==> config.mk <==
export PLATFORM = sky130hd
export DESIGN_NAME = asrp_device_flat
export DESIGN_NICKNAME = d
export VERILOG_FILES = /design/src/asrp_pkg.sv /design/src/asrp_link_if.sv /design/src/asrp_device.sv /design/src/flat_wrapper.sv
export SDC_FILE = /design/constraint.sdc
export NUM_CORES = 1
export LEC_CHECK = 0
export ABC_AREA = 1
export ABC_CLOCK_PERIOD_IN_PS = 1800
export BUFFER_PORTS_ARGS = -buffer_cell sky130_fd_sc_hd__buf_2
export CAP_MARGIN = 40
export CORE_ASPECT_RATIO = 1.75
export CORE_MARGIN = 4
export CORE_UTILIZATION = 50
export DETAILED_ROUTE_END_ITERATION = 7
export GPL_ROUTABILITY_DRIVEN = 0
export HOLD_SLACK_MARGIN = 0.08
export PLACE_DENSITY = 0.73
export SYNTH_ARGS = -nofsm -noshare
export SYNTH_HDL_FRONTEND = slang
export SYNTH_SLANG_ARGS = --single-unit
==> constraint.sdc <==
create_clock -name i_ref_clk -period 1.8 [get_ports i_ref_clk]
set_clock_uncertainty 0.05 [all_clocks]
set_input_delay 0.36 -clock i_ref_clk [delete_from_list [all_inputs] [get_ports i_ref_clk]]
set_output_delay 0.36 -clock i_ref_clk [all_outputs]
set_load 0.1 [all_outputs]
==> src/asrp_pkg.sv <==
// constants and types shared by both ends of the serial result port
// Function
// - device delivers twelve-bit result per sample
// - host serial clock paces the conversion
// - host makes serial clock, at most 20 MHz
// - device acts only on host clock and framing edges
// - chip select fall starts driving data line
// - data line floats until select fall/marker rise
// - result shifted out most significant bit first
// - unused frame marker is held high
// - marker high at select fall: MSB, first fall
// - marker low at select fall: MSB right away
// - select held low: MSB after marker rises
// - host may use frame marker as select
// - sixteen-bit frame, twelve result, four don't-care
// - data changes on rising, host samples falling
// - host clocks a falling edge while deselected
// - marker falling edge starts sample and conversion
`default_nettype none

package asrp_pkg;

  // ****************************************************
  // widths
  // ****************************************************
  localparam int RESULT_W   = 12;
  localparam int PAD_W      = 4;
  localparam int FRAME_W    = RESULT_W + PAD_W;
  localparam int BIT_CNT_W  = 5;
  localparam int FIFO_DEPTH = 8;

  // ****************************************************
  // timing
  // ****************************************************
  localparam int REF_CLK_MHZ     = 125;
  localparam int SCLK_MAX_MHZ    = 20;
  localparam int CONV_TIME_NS    = 1500;
  // least conversion time rounded up to whole serial clocks
  localparam int CONV_SCLK_CYCLES = (CONV_TIME_NS * SCLK_MAX_MHZ + 999) / 1000;
  localparam int CONV_CNT_W      = 6;
  localparam int SCLK_PERIOD_NS  = 80;
  localparam int SCLK_HALF_CYCLES = (SCLK_PERIOD_NS * REF_CLK_MHZ) / 2000;
  localparam int DIV_W           = 4;
  localparam int CAPTURE_LAG     = 2;

  // ****************************************************
  // host framing modes
  // ****************************************************
  typedef enum logic [1:0] {
    ASRP_MODE_CS,
    ASRP_MODE_CS_MARKER,
    ASRP_MODE_MARKER
  } asrp_mode_t;

endpackage : asrp_pkg

`default_nettype wire

==> src/asrp_link_if.sv <==
// the four-wire serial link between host and converter end
`default_nettype none

interface asrp_link_if;
  logic sclk;
  logic cs_n;
  logic dsp_frame_marker;
  logic sdo;
  logic sdo_oe;

  modport host (
    output sclk,
    output cs_n,
    output dsp_frame_marker,
    input  sdo,
    input  sdo_oe
  );

  modport device (
    input  sclk,
    input  cs_n,
    input  dsp_frame_marker,
    output sdo,
    output sdo_oe
  );
endinterface : asrp_link_if

`default_nettype wire

==> src/asrp_device.sv <==
// converter end: sample fifo, conversion timing and serial result shifter
`default_nettype none

// ****************************************************
// sample fifo
// ****************************************************
module asrp_fifo #(
  parameter int WIDTH = 12,
  parameter int DEPTH = 8
) (
  // clock and reset
  input  wire logic             i_ref_clk,
  input  wire logic             i_rst_n,
  // fill side
  input  wire logic [WIDTH-1:0] i_in_data,
  input  wire logic             i_in_valid,
  output var  logic             o_in_ready,
  // drain side
  output var  logic [WIDTH-1:0] o_out_data,
  output var  logic             o_out_valid,
  input  wire logic             i_out_ready
);
  localparam int AW = $clog2(DEPTH);

  logic [WIDTH-1:0] mem_reg [DEPTH];
  logic [AW-1:0]    wr_ptr_reg;
  logic [AW-1:0]    rd_ptr_reg;
  logic [AW:0]      count_reg;
  logic [AW:0]      count_next;
  logic             push;
  logic             pop;

  assign push        = i_in_valid && o_in_ready;
  assign pop         = o_out_valid && i_out_ready;
  assign o_out_data  = mem_reg[rd_ptr_reg];
  assign o_out_valid = (count_reg != '0);

  always_comb begin
    count_next = count_reg;
    if (push && !pop) begin
      count_next = count_reg + 1'b1;
    end else if (pop && !push) begin
      count_next = count_reg - 1'b1;
    end
  end

  always_ff @(posedge i_ref_clk) begin
    if (push) begin
      mem_reg[wr_ptr_reg] <= i_in_data;
    end
  end

  always_ff @(posedge i_ref_clk or negedge i_rst_n) begin
    if (!i_rst_n) begin
      wr_ptr_reg <= '0;
      rd_ptr_reg <= '0;
      count_reg  <= '0;
      o_in_ready <= 1'b1;
    end else begin
      if (push) begin
        wr_ptr_reg <= (wr_ptr_reg == AW'(DEPTH - 1)) ? '0 : wr_ptr_reg + 1'b1;
      end
      if (pop) begin
        rd_ptr_reg <= (rd_ptr_reg == AW'(DEPTH - 1)) ? '0 : rd_ptr_reg + 1'b1;
      end
      count_reg  <= count_next;
      o_in_ready <= (count_next != (AW + 1)'(DEPTH));
    end
  end
endmodule : asrp_fifo

// ****************************************************
// converter end
// ****************************************************
module asrp_device #(
  parameter int RESULT_W   = asrp_pkg::RESULT_W,
  parameter int FIFO_DEPTH = asrp_pkg::FIFO_DEPTH
) (
  // clock and reset
  input  wire logic                i_ref_clk,
  input  wire logic                i_rst_n,
  // link
  asrp_link_if.device              link,
  // sampled analog input stream
  input  wire logic [RESULT_W-1:0] i_analog_input,
  input  wire logic                i_analog_valid,
  output var  logic                o_analog_ready,
  // conversion status
  output var  logic                o_conv_busy
);
  localparam int FRAME_W = RESULT_W + asrp_pkg::PAD_W;

  logic [2:0]            sync1_reg;
  logic [2:0]            sync2_reg;
  logic [2:0]            sync3_reg;
  logic                  sclk_rise;
  logic                  sclk_fall;
  logic                  cs_low;
  logic                  cs_rise;
  logic                  cs_fall;
  logic                  mk_high;
  logic                  mk_rise;
  logic                  mk_fall;
  logic                  start_evt;
  logic                  present_evt;
  logic                  sdo_reg;
  logic                  sdo_oe_reg;
  logic                  started_reg;
  logic [FRAME_W-1:0]    frame_reg;
  logic [asrp_pkg::BIT_CNT_W-1:0]  fall_cnt_reg;
  logic [asrp_pkg::CONV_CNT_W-1:0] conv_cnt_reg;
  logic [RESULT_W-1:0]   sample_hold_reg;
  logic [RESULT_W-1:0]   result_reg;
  logic [RESULT_W-1:0]   fifo_data;
  logic                  fifo_valid;

  asrp_fifo #(
    .WIDTH (RESULT_W),
    .DEPTH (FIFO_DEPTH)
  ) u_fifo (
    .i_ref_clk   (i_ref_clk),
    .i_rst_n     (i_rst_n),
    .i_in_data   (i_analog_input),
    .i_in_valid  (i_analog_valid),
    .o_in_ready  (o_analog_ready),
    .o_out_data  (fifo_data),
    .o_out_valid (fifo_valid),
    .i_out_ready (start_evt)
  );

  // ****************************************************
  // pin synchronisers, bit 0 sclk, 1 select, 2 marker
  // ****************************************************
  always_ff @(posedge i_ref_clk or negedge i_rst_n) begin
    if (!i_rst_n) begin
      sync1_reg <= 3'h6;
      sync2_reg <= 3'h6;
      sync3_reg <= 3'h6;
    end else begin
      sync1_reg <= {link.dsp_frame_marker, link.cs_n, link.sclk};
      sync2_reg <= sync1_reg;
      sync3_reg <= sync2_reg;
    end
  end

  // all activity follows host clock and framing edges
  assign sclk_rise = sync2_reg[0] && !sync3_reg[0];
  assign sclk_fall = !sync2_reg[0] && sync3_reg[0];
  assign cs_low    = !sync2_reg[1];
  assign cs_rise   = sync2_reg[1] && !sync3_reg[1];
  assign cs_fall   = !sync2_reg[1] && sync3_reg[1];
  assign mk_high   = sync2_reg[2];
  assign mk_rise   = sync2_reg[2] && !sync3_reg[2];
  assign mk_fall   = !sync2_reg[2] && sync3_reg[2];

  // marker high at select fall starts at once; else marker fall starts
  assign start_evt   = !cs_rise && ((cs_fall && mk_high) ||
                       (!cs_fall && cs_low && mk_fall && sdo_oe_reg));
  // output leaves high impedance on select fall or marker rise
  assign present_evt = !cs_rise && (cs_fall || (cs_low && mk_rise));

  // ****************************************************
  // serial result shifter
  // ****************************************************
  always_ff @(posedge i_ref_clk or negedge i_rst_n) begin
    if (!i_rst_n) begin
      sdo_reg      <= 1'b0;
      sdo_oe_reg   <= 1'b0;
      started_reg  <= 1'b0;
      frame_reg    <= '0;
      fall_cnt_reg <= '0;
    end else if (cs_rise) begin
      sdo_oe_reg  <= 1'b0;
      started_reg <= 1'b0;
    end else if (present_evt) begin
      // result in the upper bits, don't-care zeros below
      frame_reg    <= {result_reg, asrp_pkg::PAD_W'(0)};
      sdo_reg      <= result_reg[RESULT_W-1];
      sdo_oe_reg   <= 1'b1;
      started_reg  <= start_evt;
      fall_cnt_reg <= '0;
    end else if (start_evt) begin
      started_reg  <= 1'b1;
      fall_cnt_reg <= '0;
    end else if (started_reg && sclk_fall) begin
      if (fall_cnt_reg == asrp_pkg::BIT_CNT_W'(FRAME_W - 1)) begin
        sdo_oe_reg  <= 1'b0;
        started_reg <= 1'b0;
      end
      fall_cnt_reg <= fall_cnt_reg + 1'b1;
    end else if (started_reg && sclk_rise && fall_cnt_reg != '0) begin
      // next bit after each rising edge that follows a falling edge, stable for the next falling edge
      frame_reg <= {frame_reg[FRAME_W-2:0], 1'b0};
      sdo_reg   <= frame_reg[FRAME_W-2];
    end
  end

  assign link.sdo    = sdo_reg;
  assign link.sdo_oe = sdo_oe_reg;

  // ****************************************************
  // conversion timed by the serial clock
  // ****************************************************
  always_ff @(posedge i_ref_clk or negedge i_rst_n) begin
    if (!i_rst_n) begin
      o_conv_busy     <= 1'b0;
      conv_cnt_reg    <= '0;
      sample_hold_reg <= '0;
      result_reg      <= '0;
    end else if (start_evt) begin
      if (fifo_valid) begin
        sample_hold_reg <= fifo_data;
      end
      o_conv_busy  <= 1'b1;
      conv_cnt_reg <= '0;
    end else if (o_conv_busy && sclk_fall) begin
      // conversion lasts a fixed count of host clocks
      if (conv_cnt_reg == asrp_pkg::CONV_CNT_W'(asrp_pkg::CONV_SCLK_CYCLES - 1)) begin
        o_conv_busy <= 1'b0;
        result_reg  <= sample_hold_reg;
      end
      conv_cnt_reg <= conv_cnt_reg + 1'b1;
    end
  end
endmodule : asrp_device

`default_nettype wire

==> src/flat_wrapper.sv <==
// flat-port wrapper written by rule: the top's interface ports become plain ports
module asrp_device_flat 
#(
  parameter int RESULT_W   = asrp_pkg::RESULT_W,
  parameter int FIFO_DEPTH = asrp_pkg::FIFO_DEPTH
)
  (i_ref_clk, i_rst_n, i_analog_input, i_analog_valid, o_analog_ready, o_conv_busy, link_sclk, link_cs_n, link_dsp_frame_marker, link_sdo, link_sdo_oe);
  asrp_link_if link_i ();
  input  wire logic i_ref_clk;
  input  wire logic i_rst_n;
  input  wire logic [RESULT_W-1:0] i_analog_input;
  input  wire logic i_analog_valid;
  output var  logic o_analog_ready;
  output var  logic o_conv_busy;
  input wire logic [$bits(link_i.sclk)-1:0] link_sclk;
  input wire logic [$bits(link_i.cs_n)-1:0] link_cs_n;
  input wire logic [$bits(link_i.dsp_frame_marker)-1:0] link_dsp_frame_marker;
  output wire logic [$bits(link_i.sdo)-1:0] link_sdo;
  output wire logic [$bits(link_i.sdo_oe)-1:0] link_sdo_oe;
  assign link_i.sclk = link_sclk;
  assign link_i.cs_n = link_cs_n;
  assign link_i.dsp_frame_marker = link_dsp_frame_marker;
  assign link_sdo = link_i.sdo;
  assign link_sdo_oe = link_i.sdo_oe;
  asrp_device #(.RESULT_W(RESULT_W), .FIFO_DEPTH(FIFO_DEPTH)) u_core (.i_ref_clk(i_ref_clk), .i_rst_n(i_rst_n), .link(link_i), .i_analog_input(i_analog_input), .i_analog_valid(i_analog_valid), .o_analog_ready(o_analog_ready), .o_conv_busy(o_conv_busy));
endmodule
After elaboration in Yosys (flattened, before gate mapping)

Memories as Yosys holds them, arrays and structs flattened. A register that Yosys moved wholly into a read port is not among the register bits.
Cells that the tools add are included.

Add/subtract/negate cells: 6
Equal/unequal tests: 8
Multiplexer cells: 30
Bitwise logic cells: 2
Reduce and logical (&&, ||, !) cells: 51

Operators by type and width:

| cell                | number |
|---|---|
| $mux 15             | 4 |
| $logic_and 1x1->1   | 21 |
| $mux 1              | 17 |
| $mux 5              | 3 |
| $mux 6              | 2 |
| $reduce_bool 4->1   | 3 |
| $logic_not 1->1     | 11 |
| $reduce_bool 3->1   | 3 |
| $mux 4              | 2 |
| $reduce_and 2->1    | 4 |
| $add 3x1->3 const B | 2 |
| $add 6x1->6 const B | 1 |
| $eq 3x3->1 const B  | 2 |
| $eq 6x5->1 const B  | 1 |
| $mux 3              | 2 |
| $reduce_and 3->1    | 2 |
| $reduce_bool 2->1   | 3 |
| $add 5x1->5 const B | 1 |
| $eq 5x4->1 const B  | 1 |
| $reduce_bool 5->1   | 1 |
| $add 4x1->4 const B | 1 |
| $ne 2x1->1 const B  | 2 |
| $ne 4x4->1 const B  | 1 |
| $reduce_and 4->1    | 1 |
| other kinds (4)     | 6 |

Register bits after elaboration: 62
RAM bits: 96
Input bits: 18
Logic and storage cells: 113
Memories: 1

Memory list:

| memory                | words | width | read ports | clocked after Yosys merged registers in | wr ports | RTL line          | text |
|---|---|---|---|---|---|---|---|
| u_core.u_fifo.mem_reg | 8     | 12    | 1          | 1                                       | 1        | asrp_device.sv:25 | `logic [WIDTH-1:0] mem_reg [DEPTH];` |

Longest topological paths before layout

Gate-level depths: netlist of the first run.

Depth in word-level cells: 13
Mapped depth: 10

Hierarchy

A second synthesis of the first run with hierarchy kept.

Cells, all modules: 691
Area total of the unflattened synthesis: 7105.6 um^2

By module, submodules not included:

| module      | times used | cells an instance | area an instance (um^2) | seq. area each (um^2) |
|---|---|---|---|---|
| asrp_fifo   | 1          | 375               | 4398.0                  | 3159.3 |
| asrp_device | 1          | 316               | 2707.6                  | 1483.9 |

Worst setup path after synthesis of the first run

OpenSTA, ideal clock, no wires.

Path type: register to register
From: reg u_core.u_fifo.o_in_ready
To: mem u_core.u_fifo.mem_reg[0][0] (enable)
Setup time: 0.380 ns
Data arrival time: 1.869 ns
Data required time: 1.370 ns
Slack: -0.499 ns
Stages on the path, launching flop included: 5
Buffers on the path: 0
Period minus slack after synthesis: 2.299 ns
Path through: dfstp_2 -> nand2_1 -> inv_1 -> nand2_1 -> nor2_1

Longest elaborated chain between the ends: 3

Ends and longest elaborated chain:

| item                         | RTL line          | text |
|---|---|---|
| from (decl)                  | asrp_device.sv:17 | `output var logic o_in_ready,` |
| from (signal assigned)       | asrp_device.sv:67 | `o_in_ready <= (count_next != (AW + 1)'(DEPTH));` |
| $logic_and 1x1->1            | asrp_device.sv:33 | `assign push = i_in_valid && o_in_ready;` |
| $mux 1                       | asrp_device.sv:48 | `if (push) begin` |
| $mux 1 (not written as such) | asrp_device.sv:49 | `mem_reg[wr_ptr_reg] <= i_in_data;` |
| to (decl)                    | asrp_device.sv:25 |  |

No other way between the ends.

Final worst setup path of the first run

From: reg u_core.u_fifo.o_in_ready
To: out o_analog_ready

RTL lines:

| item      | RTL line           | text |
|---|---|---|
| to (decl) | flat_wrapper.sv:13 | `output var logic o_analog_ready;` |

No word-level cell between the ends.

==> results of run 1 <==
## layout make-up
class,instances,area (sq um),share of cell area
flip-flops and latches,166,4650,0.579
multi-input cells,361,1960,0.244
clock buffers,17,425,0.0530
repair buffers,44,378,0.0471
well taps,174,218,0.0271
clock inverters,15,204,0.0254
inverters,51,191,0.0238
## synthesized netlist by cell type (all sizes together)
library cell | count | area (sq um)
a21oi | 8 | 51.3
a31oi | 1 | 21.3
buf | 11 | 60.1
clkbuf | 14 | 58.8
dfrtp | 63 | 1580
dfstp | 7 | 184
edfxtp | 96 | 2880
ha | 11 | 138
inv | 51 | 191
mux2i | 11 | 110
nand2 | 64 | 255
nand3 | 17 | 108
nand3b | 1 | 7.51
nand4 | 3 | 18.8
nor2 | 100 | 385
nor3 | 3 | 15.0
nor4 | 2 | 18.8
o211ai | 24 | 180
o21ai | 110 | 554
o22ai | 1 | 6.26
o31ai | 1 | 7.51
or2 | 1 | 6.26
xnor2 | 1 | 8.76
xor2 | 2 | 17.5
## kinds of logic after synthesis
group                      after synthesis  synth area share
DFF                                    166             0.677
muxes                                   11            0.0160
xor gates and xnor gates                 3           0.00383
adders and majority gates               11            0.0201
and+or+nand+nor                        191             0.119
AOI/OAI and AO/OA                      145             0.120
buffers and inverters                   76            0.0452
## metal layers
metal / wire length [um] / GRT usage / vias up / share of wire
met1: 5130 / 0.207 / 2097 / 0.41
li1: - / - / 2167 / -
met5: 0 / 0 / - / 0
met3: 383 / 0.0351 / 28 / 0.030
met2: 6790 / 0.308 / 81 / 0.54
met4: 295 / 0.0785 / 0 / 0.023
## per-stage QoR
stage               setup slack [ps]  power [mW]  instances  cell area, sq um
finish                          67.7        11.4        828              8030
global route                   -4.39        12.1        828              8030
CTS                             45.4        11.5        828              8030
detailed placement               104        7.79        792              7350
global placement                 206        7.65        792              7350
floorplan                      -91.7        6.93        603              6920
## path summary, 6_finish.rpt
kind / to / depth (start not counted) / start
min in group asynchronous: u_core.fall_cnt_reg[2] / 2 / i_rst_n
hold reg to reg: u_core.sync2_reg[1] / 0 / u_core.sync1_reg[1]
hold / removal: u_core.u_fifo.mem_reg[0][11] / 1 / i_analog_input[11]
max in group asynchronous: u_core.sync1_reg[2] / 3 / i_rst_n
setup reg to reg: u_core.u_fifo.o_in_ready / 9 / u_core.sync3_reg[1]
setup / recovery: o_analog_ready / 1 / u_core.u_fifo.o_in_ready
## power groups by stage
stage	Sequential, mW	Combinational (mW)	Clock [mW]
after floorplan	5.00	1.93	0
after global placement	4.96	2.70	0
after detailed placement	4.98	2.81	0
after CTS	4.91	2.85	3.71
after global routing	4.95	3.23	3.92
final	4.91	2.85	3.64
## timing repair
item	4_1_cts	5_1_grt
hold buffers	4	0
gates resized for setup	1	3
hold endpoints to repair	21	0
cloned	0	0
setup endpoints to repair	1	15
pin swaps	0	1
==> metrics, run 1 <==
Sw Ratio=0.341; CP Buf/Inv Count=1; row cnt=56; CP Capture Type=output port; Synth Cell Area=between 6000 and 7000 sq um; DP Wirelength=around 8600 um; Die H=between 150 and 200 um; CTS HTree Levels=4; internal power of the cells=around 7.5 mW; 1st-iter DRT viols=roughly 250; CTS Sinks=166; reg2reg setup slack=about 130 ps; Post-Route WL=~13000 um; crit path max fanout=2; Post-route DRC=0; synthesized flop and latch total=166; die width=between 90 and 100 um; Nets=670; Peak VDD IR=about 0.9 mV; pwr/cell area=1420 nW/um^2; syn nets=between 600 and 700; Core ar.=between 10000 and 15000 sq um; fin crit period=about 1700 ps; Distinct cells, synth=39; Pleak=about 3.2 nW; Final Util=0.597; FMAX=just under 0.6 GHz; HP Class=input port to register; Worst Max-Slew Pin Slew=~530 ps; sequential share of the synthesized area=0.677; Starting Density=0.510; Final Cycle Share=0.962; CP Data Required Time=about 1400 ps; CP arrival=approximately 1300 ps; crit-path cells=buf_4; clk slew on worst S/H paths=about 70 ps; DR pass1 iterations=5; layout cells sized above 1=0.173; critical path class=register to output port; slew margin rel.=0.647; vias per inst=around 5.3; RSZ-0062 raised after global routing=true; Post-CTS Setup Inserts=0; power share of the combinational group=0.250; Mapped Cells=approximately 600; initial antenna violation count=0; status=complete, no violations; antenna-violating nets left=0; Synth Area per Inst=roughly 11 sq um; FILL cells=roughly 1100; largest net degree at the start of global routing=51; first-pass GRT wire length=between 20000 and 25000 um; Diodes inserted=0; max-cap violations=0; commonest cells after routing, fill and taps aside=105 x o21ai_0, 96 x edfxtp_1, 90 x nor2_1; Remaining Overflow, GRT=0; Final Hold Viols=0; setup_tns=0 ps; TritonCTS Buffers=17; critical path launch point type=register; PortBufs=21; slowest CP cell=dfstp_4; Slew Limit Fails=0; Final setup violation count=0; deepest clock path buffer count=2; clk root buf=clkbuf_16; total of warnings raised by yosys=0; Psw=roughly 3.9 mW; vias in the first global route=about 4300; Hold WS=between 150 and 200 ps; CP max stage delay=between 600 and 700 ps; DIE AREA=roughly 16000 sq um; drt wl/cell=about 15 um; GRT Overall Usage=0.177; Via Count=4373; CTS tree=built; Synth-to-Final Area Change=17.0%; insertion delay to the later sink of the worst-skew pair=430 ps; most common cell after layout, fill and taps aside=o21ai_0; CP delay by family, top=flip-flops; sequential share of power=0.431; # IOs=22; clock power share=0.319; max reg flops=96
Power figures use the tool's default switching activity.
==> inputs of run 2 (changes only) <==
Settings changed: ABC_CLOCK_PERIOD_IN_PS 1800 to 1700, PLACE_DENSITY 0.73 to 0.7.
Clock period 1.8 ns to 1.7 ns, I/O delays scaled along.
==> metrics, run 2 (synthesis results as in run 1) <==
fin crit period=around 1700 ps; die width=96.6 um (unchanged); initial antenna violation count=0 (unchanged); Hold EP=u_core.u_fifo.mem_reg[7][5] (was u_core.u_fifo.mem_reg[0][11]); CTS HTree Levels=4 (unchanged); area of the multi-input gates=2070 sq um (was 1960 sq um); commonest cells after routing, fill and taps aside=96 x edfxtp_1, 89 x nor2_1, 88 x o21ai_0 (was 105 x o21ai_0, 96 x edfxtp_1, 90 x nor2_1); clock power share=0.306 (was 0.319); Synth-to-Final Area Change=22.0% (was 17.0%); power share of the combinational group=0.273 (was 0.250); Hold WS=137 ps (was 166 ps); reg2reg setup slack=-3 ps (was 130 ps); Sw Ratio=0.333 (was 0.341); met3 usage=0.0439 (was 0.0351); failing checks=setup timing; DP Wirelength=8500 um (was 8610 um); GR peak layer=met2 (unchanged); CP arrival=1950 ps (was 1320 ps); drt wl/cell=16.3 um (was 15.2 um); Core ar.=13500 sq um (unchanged); Via Count=4436 (was 4373); Worst Max-Slew Pin Slew=484 ps (was 530 ps); non-filler cells in the finished layout=839 (was 828); Design Area, Final=8370 sq um (was 8030 sq um); Starting Density=0.510 (unchanged); antenna-violating nets left=0 (unchanged); pwr/cell area=1480 nW/um^2 (was 1420 nW/um^2); Pleak=3.30 nW (was 3.18 nW); Total Power=12.4 mW (was 11.4 mW); Slew Limit Fails=0 (unchanged); clk slew on worst S/H paths=70 ps (about the same); critical path launch point type=register (unchanged); GRT Overall Usage=0.184 (was 0.177); setup_tns=-4.36 ps (was 0 ps); critical path class=register to register (was register to output port); M1 GR Usage=0.213 (was 0.207); Seq. cell area=4650 sq um (about the same); CP Capture Type=register (was output port); R2R Path End=u_core.result_reg[7] (was u_core.u_fifo.o_in_ready); Post-Route WL=13700 um (was 12600 um); slew margin rel.=0.680 (was 0.647); CTS Sinks=166 (unchanged); CP Data Required Time=1950 ps (was 1390 ps); insertion delay to the later sink of the worst-skew pair=420 ps (was 430 ps); TritonCTS Buffers=17 (unchanged); largest net degree at the start of global routing=51 (unchanged); Peak VDD IR=0.835 mV (was 0.901 mV); PortBufs=21 (unchanged); Final setup violation count=4 (was 0); 1st-iter DRT viols=233 (was 245); most common cell after layout, fill and taps aside=edfxtp_1 (was o21ai_0); worst setup margin=-2.99 ps (was 67.7 ps); clk root buf=clkbuf_16 (unchanged); CTS tree=built (unchanged); max-cap violations=0 (unchanged); row cnt=56 (unchanged); FILL cells=1037 (was 1088); Die H=163 um (unchanged); status=complete, but fails checks (was complete, no violations); Placed Cells incl. Taps=795 (was 792); hold-critical path depth=1 (unchanged); Final Util=0.622 (was 0.597); first-pass GRT wire length=21700 um (was 20900 um); R2R Path Start=u_core.conv_cnt_reg[1] (was u_core.sync3_reg[1]); # IOs=22 (unchanged); met2 usage=0.318 (was 0.308); Remaining Overflow, GRT=0 (unchanged); Final Cycle Share=1.00; Psw=4.13 mW (was 3.89 mW); Nets=681 (was 670); vias per inst=5.29 (was 5.28); max reg flops=96 (unchanged); area post-placement=7510 sq um (was 7350 sq um); internal power of the cells=8.26 mW (was 7.52 mW); vias in the first global route=4406 (was 4340); Worst Min Path Start=i_analog_input[5] (was i_analog_input[11]); crit path max fanout=6 (was 2); HP Class=input port to register (unchanged); DIE AREA=15700 sq um (unchanged); Diodes inserted=0 (unchanged); layout cells sized above 1=0.214 (was 0.173); FMAX=0.587 GHz; Post-route DRC=0 (unchanged); RSZ-0062 raised after global routing=true (unchanged); deepest clock path buffer count=2 (unchanged); DR pass1 iterations=5 (unchanged); Final Hold Viols=0 (unchanged); worst r2r path cells=8 (was 9); pre-CTS setup slack=33.7 ps (was 104 ps); sequential share of power=0.421 (was 0.431)
run 2: cell types whose count changed in the layout (fill, tap and decap cells not counted), moves of 5 or more:
| cell | change |
|---|---|
| inv_6 | +5 |
| buf_12 | +11 |
| nand2_1 | -8 |
| o21ai_0 | -17 |
| o21ai_1 | +15 |
| clkinv_8 | -8 |
run 2: timing repair:
action                                  in CTS  in global routing
endpoints found under the setup margin       0                 30
gates resized for setup                      0                 46
hold endpoints to repair                    16                  0
buffers inserted                             0                  5
hold buffers                                 4                  0
run 2: power groups by stage:
stage               registers, mW  clock network, mW  logic (mW)
global route                 5.27               4.04        3.80
finish                       5.22               3.79        3.38
floorplan                    5.30                  0        2.07
global placement             5.25                  0        3.12
detailed placement           5.29                  0        3.25
CTS                          5.21               3.84        3.29
run 2: critical path: stages, from the launching register on:
cell and delay (ps):
dfrtp_1 410, inv_2 100, ha_4 140, nand3_4 80, nor4_4 320, nand2_2 180
clkbuf_16 210, nand2_2 50, o21ai_1 60
run 2: final cells by class:
class | instances | area share
flip-flops and latches | 166 | 0.556
repair buffers | 55 | 0.0777
well taps | 174 | 0.0260
inverters | 51 | 0.0235
clock buffers | 17 | 0.0508
clock inverters | 15 | 0.0188
multi-input cells | 361 | 0.247
run 2: how the worst max path moves through the flow:
stage	start	endpoint	slack, ps	depth (start not counted)
after floorplan	u_core.u_fifo.o_in_ready	u_core.u_fifo.mem_reg[3][0]	-120	4
final	u_core.conv_cnt_reg[1]	u_core.result_reg[7]	-3	8
after CTS	u_core.u_fifo.count_reg[0]	u_core.sample_hold_reg[10]	5	8
after global placement	u_core.u_fifo.count_reg[0]	u_core.sample_hold_reg[3]	90	8
after detailed placement	u_core.u_fifo.count_reg[0]	u_core.u_fifo.o_in_ready	30	10
after global routing	u_core.conv_cnt_reg[1]	u_core.result_reg[8]	-100	7
run 2: routing by layer:
layer	share of wire	wire length, um
met3	0.032	441
met5	0	0
met4	0.020	268
met1	0.39	5280
met2	0.56	7660
==> inputs of run 3 (changes only) <==
Settings changed: ABC_AREA 1 to not set.
==> metrics, run 3 <==
total of warnings raised by yosys=0 (unchanged); CTS Sinks=166 (unchanged); CP Data Required Time=1990 ps (was 1950 ps); dominant cell by count in the synthesized netlist=edfxtp_1 (was o21ai_0); row cnt=55 (was 56); largest net degree at the start of global routing=71 (was 51); Post-synth EDFFs=96 (unchanged); reg2reg setup slack=-450 ps (was -3 ps); R2R Path End=u_core.u_fifo.o_in_ready (was u_core.result_reg[7]); Nets=566 (was 681); Synth Area per Inst=15.8 sq um (was 11.4 sq um); worst setup margin=-455 ps (was -2.99 ps); insertion delay to the later sink of the worst-skew pair=420 ps (about the same); CTS tree=built (unchanged); Diodes inserted=0 (unchanged); DIE AREA=15400 sq um (was 15700 sq um); Final setup violation count=152 (was 4); R2R Path Start=u_core.sync3_reg[2] (was u_core.conv_cnt_reg[1]); slew margin rel.=0.608 (was 0.680); Hold WS=123 ps (was 137 ps); clk root buf=clkbuf_16 (unchanged); commonest cells after routing, fill and taps aside=96 x edfxtp_1, 61 x dfrtp_1, 37 x buf_4 (was 96 x edfxtp_1, 89 x nor2_1, 88 x o21ai_0); Distinct cells, synth=49 (was 39); critical path class=register to register (unchanged); CTS HTree Levels=4 (unchanged); crit path max fanout=4 (was 6); critical path launch point type=register (unchanged); Remaining Overflow, GRT=0 (unchanged); area of the multi-input gates=2540 sq um (was 2070 sq um); Top FF cell, synth=edfxtp_1 (unchanged); die width=95.6 um (was 96.6 um); largest cells by area after synthesis=edfxtp_1 43%, dfrtp_1 23%, mux4_2 8.0%, mux2i_1 3.7%, dfstp_2 2.7% (was edfxtp_1 42%, dfrtp_1 23%, o21ai_0 7.7%, nor2_1 5.4%, nand2_1 3.3%); sequential share of the synthesized area=0.691 (was 0.677); max reg flops=96 (unchanged); PortBufs=21 (unchanged); 1st-iter DRT viols=230 (was 233); Peak VDD IR=0.942 mV (was 0.835 mV); fin crit period=2150 ps (was 1700 ps); clk slew on worst S/H paths=80 ps (was 70 ps); FMAX=0.464 GHz (was 0.587 GHz); Synth Cell Area=6720 sq um (was 6860 sq um); Via Count=4078 (was 4436); Slew Limit Fails=0 (unchanged); FILL cells=788 (was 1037); vias per inst=5.66 (was 5.29); most common cell after layout, fill and taps aside=edfxtp_1 (unchanged); drt wl/cell=22.2 um (was 16.3 um); first-pass GRT wire length=23500 um (was 21700 um); Starting Density=0.514 (was 0.510); DR pass1 iterations=5 (unchanged); Pleak=3.62 nW (was 3.30 nW); Post-Route WL=16000 um (was 13700 um); # IOs=22 (unchanged); CP arrival=2450 ps (was 1950 ps); status=complete, but fails checks (unchanged); Synth-to-Final Area Change=38.3% (was 22.0%); Mapped Cells=426 (was 603); pwr/cell area=1480 nW/um^2 (about the same); syn nets=455 (was 632); Synth top area share=0.429 (was 0.420); synth cell count leaders=96 x edfxtp_1, 63 x dfrtp_1, 33 x nand2_1 (was 105 x o21ai_0, 98 x nor2_1, 96 x edfxtp_1); layout cells sized above 1=0.498 (was 0.214); Core ar.=13100 sq um (was 13500 sq um); Post-route DRC=0 (unchanged); max-cap violations=0 (unchanged); Final Cycle Share=1.27 (was 1.00); Worst Max-Slew Pin Slew=586 ps (was 484 ps); Worst setup startpoint=u_core.sync3_reg[2] (was u_core.conv_cnt_reg[1]); Seq. cell area=4650 sq um (about the same); RSZ-0062 raised after global routing=true (unchanged); synthesized flop and latch total=166 (unchanged); initial antenna violation count=0 (unchanged); antenna-violating nets left=0 (unchanged); CP Capture Type=register (unchanged); Final Hold Viols=0 (unchanged); worst r2r path cells=6 (was 8); GRT Overall Usage=0.210 (was 0.184); failing checks=setup timing (unchanged); Die H=161 um (was 163 um); deepest clock path buffer count=2 (unchanged); Setup crit end=u_core.u_fifo.o_in_ready (was u_core.result_reg[7]); HP Class=input port to register (unchanged); TritonCTS Buffers=17 (unchanged); vias in the first global route=4389 (was 4406); ys async rst share=0.422 (unchanged); DP Wirelength=8330 um (was 8500 um); Synth area leader=edfxtp_1 (unchanged); pre-CTS setup slack=-486 ps (was 33.7 ps)
[run 3: cell count changes after synthesis, moves of 8 or more]
cell,before,now
o21ai_0,105,14
mux2i_1,11,25
nor2_1,98,27
o211ai_1,24,1
inv_1,47,10
a21oi_1,7,17
mux4_2,0,24
mux2_2,0,8
nand3_1,14,6
nand2_1,60,33
[run 3: area by class of cell]
cell class,instances,area share
Multi-Input combinational cell,233,0.274
Clock inverter,15,0.0209
Sequential cell,166,0.501
Clock buffer,17,0.0458
Inverter,10,0.00404
Timing Repair Buffer,109,0.132
Tap cell,171,0.0230
[run 3: how the worst min path moves through the flow]
stage	cells after the start	slack [ps]	startpoint	end
floorplan	0	-6	i_rst_n	u_core.conv_cnt_reg[0]
global placement	0	280	u_core.sync1_reg[0]	u_core.sync2_reg[0]
detailed placement	0	290	u_core.sync1_reg[0]	u_core.sync2_reg[0]
CTS	1	110	i_analog_input[8]	u_core.u_fifo.mem_reg[6][8]
global route	1	110	i_analog_input[8]	u_core.u_fifo.mem_reg[2][8]
finish	1	120	i_analog_input[8]	u_core.u_fifo.mem_reg[5][8]
[run 3: worst max-delay path, stage by stage, from the launching register on]
cell and delay [ps]:
dfstp_2 560, nor4bb_4 260, o21a_2 240, buf_6 120, mux2i_1 220, a22oi_2 90, or4b_4 530
[run 3: what timing repair did]
| item | in CTS | in global routing |
|---|---|---|
| pin swaps | 24 | 30 |
| resized for setup | 83 | 67 |
| endpoints found under the setup margin | 82 | 154 |
| setup buffers | 23 | 13 |
| gates cloned | 8 | 1 |
| hold buffers | 4 | 0 |
| hold endpoints to repair | 66 | 0 |
[run 3: per-layer routing]
metal  GRT usage  vias to the layer above  wire length, um
met3      0.0382                       33              429
met4      0.0751                        0              418
met2       0.395                       91             9670
li1            -                     1830                -
met5           0                        -                0
met1       0.226                     2124             5520
[run 3: cells by family (layout without fill, tap and decap cells)]
| kind of cell | after synthesis | in the layout | synth area share |
|---|---|---|---|
| fa+ha+maj | 11 | 11 | 0.0205 |
| compound gates | 48 | 49 | 0.0436 |
| simple gates | 102 | 103 | 0.0762 |
| flops | 166 | 166 | 0.691 |
| mux | 61 | 61 | 0.138 |
| xor+xnor | 9 | 9 | 0.0117 |
| buf+inv | 29 | 151 | 0.0190 |
[run 3: report_power, final]
part | switching, mW | leakage (nW) | internal [mW] | total (mW)
Combinational | 2.18 | 1.58 | 2.25 | 4.43
Clock | 1.87 | 0.300 | 2.02 | 3.88
Sequential | 0.486 | 1.74 | 4.99 | 5.47
Total | 4.53 | 3.62 | 9.25 | 13.8
[run 3: per-stage QoR]
| stage | util | power, mW | setup TNS (ps) | instance area, sq um | instances |
|---|---|---|---|---|---|
| after detailed placement | 0.584 | 8.85 | -13430 | 7640 | 646 |
| after CTS | 0.688 | 13.3 | -13730 | 8990 | 713 |
| after global placement | 0.584 | 8.67 | -9570 | 7640 | 646 |
| after floorplan | - | 7.63 | -22750 | 6970 | 426 |
| after global routing | 0.711 | 14.4 | -27830 | 9290 | 721 |
| final | 0.711 | 13.8 | -21410 | 9290 | 721 |
